--- config.mk ---
export PLATFORM = sky130hd
export DESIGN_NAME = supply_mode_select_ctrl
export DESIGN_NICKNAME = d
export VERILOG_FILES = /design/src/hw/supply_mode_pkg.sv /design/src/hw/rail_settle_timer.sv /design/src/hw/supply_mode_select_ctrl.sv
export SDC_FILE = /design/constraint.sdc
export NUM_CORES = 1
export LEC_CHECK = 0
export ABC_CLOCK_PERIOD_IN_PS = 2600
export BUFFER_PORTS_ARGS = -buffer_cell sky130_fd_sc_hd__buf_4
export CAP_MARGIN = 20
export CORE_MARGIN = 5
export CORE_UTILIZATION = 54
export DETAILED_ROUTE_END_ITERATION = 12
export PLACE_DENSITY = 0.77
export SYNTH_ARGS = -nofsm -noshare
export SYNTH_HDL_FRONTEND = slang
export SYNTH_HIERARCHICAL = 1
export SYNTH_SLANG_ARGS = --single-unit
export TNS_END_PERCENT = 5
--- constraint.sdc ---
create_clock -name clk_in -period 2.6 [get_ports clk_in]
set_input_delay 0.39 -clock clk_in [delete_from_list [all_inputs] [get_ports clk_in]]
set_output_delay 0.39 -clock clk_in [all_outputs]
set_load 0.01 [all_outputs]
--- src/hw/supply_mode_pkg.sv ---
// Package: addresses, bit positions, reset values and timing for supply mode control
package supply_mode_pkg;
    localparam logic [15:0] ADDR_SUPPLY_SEL = 16'hFF01;
    localparam logic [15:0] ADDR_LCD_CTL = 16'hFF60;
    localparam int BIT_BOOSTER_POWER_CTL = 0;
    localparam int BIT_OSC_REG_SUPPLY_SEL = 2;
    localparam int BIT_ADC_SUPPLY_SEL = 3;
    localparam logic RST_BOOSTER_POWER_CTL = 1'b0;
    localparam logic RST_OSC_REG_SUPPLY_SEL = 1'b0;
    localparam logic RST_ADC_SUPPLY_SEL = 1'b0;
    localparam logic [3:0] RST_SUPPLY_SEL_NIBBLE = 4'h0;
    localparam int CLK_PERIOD_NS = 10;
    localparam int SETTLE_TIME_MS = 100;
    localparam int SETTLE_CYCLES = SETTLE_TIME_MS * 1000000 / CLK_PERIOD_NS;
    localparam int SETTLE_CNT_W = 24;
endpackage

--- src/hw/rail_settle_timer.sv ---
// Module: settling timer that reports when the boosted rail has had time to settle
`timescale 1ns/1ps
module rail_settle_timer
    import supply_mode_pkg::*;
#(
    parameter int SETTLE_COUNT = SETTLE_CYCLES
) (
    input wire logic clk_in,
    input wire logic rst_b_in,
    input wire logic booster_on_in,
    output logic rail_settled_out
);
    logic [SETTLE_CNT_W-1:0] cnt_q;
    logic [SETTLE_CNT_W-1:0] cnt_d;
    logic settled_q;
    logic settled_d;

    // Status only; nothing blocks a select write on it
    always_comb begin
        cnt_d = cnt_q;
        settled_d = settled_q;
        if (!booster_on_in) begin
            cnt_d = '0;
            settled_d = 1'b0;
        end else if (!settled_q) begin
            if (cnt_q >= SETTLE_CNT_W'(SETTLE_COUNT - 1)) begin
                settled_d = 1'b1;
            end else begin
                cnt_d = cnt_q + 1'b1;
            end
        end
    end

    always_ff @(posedge clk_in) begin
        if (!rst_b_in) begin
            cnt_q <= '0;
            settled_q <= 1'b0;
        end else begin
            cnt_q <= cnt_d;
            settled_q <= settled_d;
        end
    end

    assign rail_settled_out = settled_q;
endmodule // rail_settle_timer

--- src/hw/supply_mode_select_ctrl.sv ---
// Module: booster enable and supply selects for oscillator regulator and converter
// How it works
// - Booster runs while booster enable bit is one, stops when zero.
// - Select one routes boosted rail to its circuit; zero routes external supply.
// - Two independent selects, each switching only its own circuit.
// - Reset leaves both circuits on the external supply.
// - LCD drive voltages reach the driver only while booster enable is one.
// - Booster enable is bit 0 at FF60H, read/write, reset to zero.
// - Oscillator regulator select is bit 2 at FF01H, readable, reset zero.
// - Converter select is bit 3 at FF01H, readable, reset zero.
`timescale 1ns/1ps
module supply_mode_select_ctrl
    import supply_mode_pkg::*;
#(
    parameter int SETTLE_COUNT = SETTLE_CYCLES
) (
    input wire logic clk_in,
    input wire logic rst_b_in,
    input wire logic [15:0] io_addr_in,
    input wire logic [3:0] io_wdata_in,
    input wire logic io_wr_in,
    input wire logic io_rd_in,
    output logic [3:0] io_rdata_out,
    output logic io_hit_out,
    output logic booster_run_out,
    output logic lcd_drive_en_out,
    output logic osc_reg_on_boost_out,
    output logic adc_on_boost_out,
    output logic rail_settled_out,
    output logic boost_unpowered_out
);
    logic booster_power_ctl_q;
    logic booster_power_ctl_d;
    logic osc_reg_supply_sel_q;
    logic osc_reg_supply_sel_d;
    logic adc_supply_sel_q;
    logic adc_supply_sel_d;
    logic [3:0] rdata_q;
    logic [3:0] rdata_d;
    logic hit_q;
    logic hit_d;
    logic sel_hit;
    logic lcd_hit;

    assign sel_hit = (io_addr_in == ADDR_SUPPLY_SEL);
    assign lcd_hit = (io_addr_in == ADDR_LCD_CTL);

    // Other FF60H bits belong to the LCD block; only bit 0 lives here
    always_comb begin
        booster_power_ctl_d = booster_power_ctl_q;
        osc_reg_supply_sel_d = osc_reg_supply_sel_q;
        adc_supply_sel_d = adc_supply_sel_q;
        if (io_wr_in && lcd_hit) begin
            booster_power_ctl_d = io_wdata_in[BIT_BOOSTER_POWER_CTL];
        end
        if (io_wr_in && sel_hit) begin
            osc_reg_supply_sel_d = io_wdata_in[BIT_OSC_REG_SUPPLY_SEL];
            adc_supply_sel_d = io_wdata_in[BIT_ADC_SUPPLY_SEL];
        end
    end

    // Unused bits of FF01H read as zero
    always_comb begin
        rdata_d = 4'h0;
        hit_d = 1'b0;
        if (io_rd_in && sel_hit) begin
            rdata_d[BIT_OSC_REG_SUPPLY_SEL] = osc_reg_supply_sel_q;
            rdata_d[BIT_ADC_SUPPLY_SEL] = adc_supply_sel_q;
            hit_d = 1'b1;
        end else if (io_rd_in && lcd_hit) begin
            rdata_d[BIT_BOOSTER_POWER_CTL] = booster_power_ctl_q;
            hit_d = 1'b1;
        end
    end

    always_ff @(posedge clk_in) begin
        if (!rst_b_in) begin
            booster_power_ctl_q <= RST_BOOSTER_POWER_CTL;
            osc_reg_supply_sel_q <= RST_OSC_REG_SUPPLY_SEL;
            adc_supply_sel_q <= RST_ADC_SUPPLY_SEL;
            rdata_q <= RST_SUPPLY_SEL_NIBBLE;
            hit_q <= 1'b0;
        end else begin
            booster_power_ctl_q <= booster_power_ctl_d;
            osc_reg_supply_sel_q <= osc_reg_supply_sel_d;
            adc_supply_sel_q <= adc_supply_sel_d;
            rdata_q <= rdata_d;
            hit_q <= hit_d;
        end
    end

    rail_settle_timer #(
        .SETTLE_COUNT(SETTLE_COUNT)
    ) u_settle (
        .clk_in(clk_in),
        .rst_b_in(rst_b_in),
        .booster_on_in(booster_power_ctl_q),
        .rail_settled_out(rail_settled_out)
    );

    assign io_rdata_out = rdata_q;
    assign io_hit_out = hit_q;
    assign booster_run_out = booster_power_ctl_q;
    assign lcd_drive_en_out = booster_power_ctl_q;
    assign osc_reg_on_boost_out = osc_reg_supply_sel_q;
    assign adc_on_boost_out = adc_supply_sel_q;
    // Diagnostic only: flags software breaking the booster-first ordering
    assign boost_unpowered_out = (osc_reg_supply_sel_q | adc_supply_sel_q) &
        ~booster_power_ctl_q;
endmodule // supply_mode_select_ctrl

==> reports/summary.json <==
{
  "outcome": {"value": "complete, no violations"},
  "r2r_start": {"value": "u_settle/cnt_q[16]"},
  "synth.ff_latch_count": {"value": 32},
  "track_usage": {"value": 0.220},
  "post_synth_fa_ha_maj_area_fraction": {"value": 0.00742},
  "chipHeight": {"value": 65.9, "unit": "um"},
  "post_cts.resized_instances": {"value": 0},
  "number_of_cts_inserted_buffers": {"value": 5},
  "max-cap-violations": {"value": 0},
  "setup_viol_count_final": {"value": 0},
  "synth.avg_cell_area": {"value": 8.27, "unit": "um2"},
  "layout-area-overhead-vs-synth": {"value": 17.6, "unit": "%"},
  "io-pin-count": {"value": 35},
  "mappedNetlistNets": {"value": 229},
  "ys_seq_area_frac": {"value": 0.380},
  "skew": {"value": 8.13, "unit": "ps"},
  "dr_wl_met2": {"value": 2.09, "unit": "mm"},
  "synth_enable_flop_cells": {"value": 0},
  "final.min_clock_period": {"value": 2400, "unit": "ps"},
  "synthDominantAreaCellType": {"value": "dfxtp_1"},
  "die_area": {"value": 0.00434, "unit": "mm2"},
  "initial_core_util": {"value": 0.557},
  "place.gp.congestion": {"value": 0.821},
  "synth_top_family_by_area": {"value": "simple AND/OR/NAND/NOR gates"},
  "cts_tree": {"value": "done"},
  "cts_hold_buffers": {"value": 0},
  "design.core.area": {"value": 0.00303, "unit": "mm2"},
  "grt_pass1_wl": {"value": 7.42, "unit": "mm"},
  "master_cell_of_the_clock_root_buffer": {"value": "clkbuf_4"},
  "worst-setup-path-type": {"value": "reg2reg"},
  "synthTopCellsByArea": {"value": "dfxtp_1 (38%), nand2_1 (6.0%), nand4_1 (4.1%)"},
  "dp_slack": {"value": 247, "unit": "ps"},
  "rr_worst_depth": {"value": 5},
  "drc": {"value": 0},
  "buffer_ports.inserted": {"value": 32},
  "worst_ir_drop_vdd": {"value": 0.261, "unit": "mV"},
  "post_synth_instance_area": {"value": 0.00169, "unit": "mm2"},
  "postRouteAntennaNets": {"value": 0},
  "r2r_setup_slack": {"value": 200, "unit": "ps"},
  "ys_dominant_reg_cell": {"value": "dfxtp_1"},
  "final.setup.tns": {"value": 0, "unit": "ps"},
  "htreeDepth": {"value": 2},
  "yosys-mux-area-fraction": {"value": 0.0297},
  "routed_wire_length_on_met3": {"value": 418, "unit": "um"},
  "worstHoldPathCells": {"value": 2},
  "p_total": {"value": 0.828, "unit": "mW"},
  "final.fill_count": {"value": 255},
  "yosysWarnings": {"value": 6},
  "postCtsSetupRepairBufs": {"value": 0},
  "fin_hold_ws": {"value": 291, "unit": "ps"},
  "arrival_time_reported_for_the_critical_path_endpoint": {"value": 2670, "unit": "ps"},
  "synthesis.instances": {"value": 204},
  "setup.worst_path.start_class": {"value": "register"},
  "antenna_found_initial": {"value": 0},
  "leakagePower": {"value": 0.844, "unit": "nW"},
  "die_w": {"value": 65.9, "unit": "um"},
  "setup.worst_path.end_class": {"value": "register"},
  "dr.first_iter.drc_count": {"value": 126},
  "rsz0062_at_grt": {"value": "no"},
  "synth.most_common_cell": {"value": "dfxtp_1"},
  "power.density_cell_area": {"value": 417, "unit": "mW/mm2"},
  "min_period_over_period": {"value": 0.921},
  "vias": {"value": 1673},
  "n_antenna_cell": {"value": 0},
  "clk_path_buf_depth": {"value": 2},
  "path_clk_slew": {"value": 100, "unit": "ps"},
  "first_global_vias": {"value": 1710},
  "crit_path_max_fanout": {"value": 11},
  "via_per_inst": {"value": 6.13},
  "clock_latency": {"value": 340, "unit": "ps"},
  "synth_top_cell_area_share": {"value": 0.380},
  "drv_slew": {"value": 0},
  "synth_cell_type_count": {"value": 43},
  "post-dp-hpwl": {"value": 3.05, "unit": "mm"},
  "yosys-top-cells-count": {"value": "dfxtp_1 (32), nand2_1 (27), nor2_1 (17), a21oi_1 (11), nand4_1 (11)"},
  "highest_layer": {"value": "met4"},
  "drt-met1-wl": {"value": 1.75, "unit": "mm"},
  "row_count": {"value": 20},
  "worstHoldPathType": {"value": "in2reg"},
  "max_freq": {"value": 418, "unit": "MHz"},
  "cts_num_sinks": {"value": 32},
  "cp.required": {"value": 2880, "unit": "ps"},
  "grt_overflow": {"value": 0},
  "detail_route.wirelength": {"value": 4.33, "unit": "mm"},
  "post_route_cells_drive_above_1_share": {"value": 0.223},
  "tightest_slew": {"value": 673, "unit": "ps"},
  "synth_area_in_simple_gates": {"value": 0.328},
  "final.setup.worst_slack": {"value": 205, "unit": "ps"},
  "drt_pre_antenna_iters": {"value": 4},
  "maximum_number_of_pins_on_one_net_before_global_route_repair": {"value": 17},
  "r2r-end": {"value": "u_settle/cnt_q[13]"},
  "layout.nets": {"value": 253},
  "synth_xor_area_frac": {"value": 0.0260},
  "cp-startpoint": {"value": "u_settle/cnt_q[16]"},
  "finalHoldViolations": {"value": 0},
  "critical_path.endpoint": {"value": "u_settle/cnt_q[13]"},
  "normalized_max_slew_margin": {"value": 0.547},
  "async_set_or_reset_register_ratio_after_synthesis": {"value": 0},
  "wire_per_inst": {"value": 15.9, "unit": "um"},
  "area_fraction_in_compound_gates_after_synthesis": {"value": 0.175}
}
cells by family (layout without fill, tap and decap cells):
family / count (synthesis) / in the layout
simple gates: 100 / 100
compound gates: 40 / 40
flops: 32 / 32
buf+inv: 20 / 45
xor+xnor: 5 / 5
mux: 5 / 5
fa+ha+maj: 1 / 1
other cells: 1 / 1
per-stage QoR:
step                 util  cells  cell area, um2
detailed placement  0.636    265            1920
global placement    0.636    265            1920
finish              0.655    273            1980
floorplan               -    204            1690
CTS                 0.655    273            1980
global route        0.655    273            1980
registers in the layout, summed over array words and instances, names as in the netlist:
register	flops
osc_reg_on_boost_out	1
io_hit_out	1
u_settle/rail_settled_out	1
io_rdata_out	3
adc_on_boost_out	1
u_settle/cnt_q	24
booster_run_out	1
critical path: stages, from the launching register on:
cell,delay (ps)
dfxtp_1,340
or3_1,410
a221o_1,460
or3_1,540
or4_1,430
a21oi_1,150
layer usage:
layer	vias to the layer above	GRT usage
li1	801	-
met1	788	0.267
met2	76	0.350
met3	8	0.0697
met4	0	0.101
met5	-	0
placed cells by master, fill, tap and decap left out, types with 6 or more instances in the layout:
cell type and n:
a31oi_1 6, nand4_1 11, nand2_1 27, dfxtp_1 32
a41o_1 6, or4_1 6, buf_4 35, a21oi_1 11
nor2_1 17
cell type report:
class	count	area, um2	share of cell area
clock buffer	8	58.8	0.0297
inverter	2	7.51	0.00379
multi-input combinational	152	958	0.483
sequential	32	641	0.323
tap	44	55.1	0.0278
timing repair buffer	35	263	0.132
how the worst min path moves through the flow:
stage                            from           endpoint  slack [ps]
finish                 io_wdata_in[0]    booster_run_out         290
global route           io_wdata_in[0]    booster_run_out         280
CTS                    io_wdata_in[0]    booster_run_out         280
detailed placement  u_settle/cnt_q[6]  u_settle/cnt_q[6]         480
global placement    u_settle/cnt_q[6]  u_settle/cnt_q[6]         460
floorplan           u_settle/cnt_q[6]  u_settle/cnt_q[6]         450
report_power, final:
group	switching [mW]	internal (mW)	leakage, nW	total [mW]
Combinational	0.0119	0.0235	0.554	0.0354
Clock	0.169	0.133	0.0326	0.303
Sequential	0.000000563	0.490	0.258	0.490
Power figures use the tool's default switching activity.
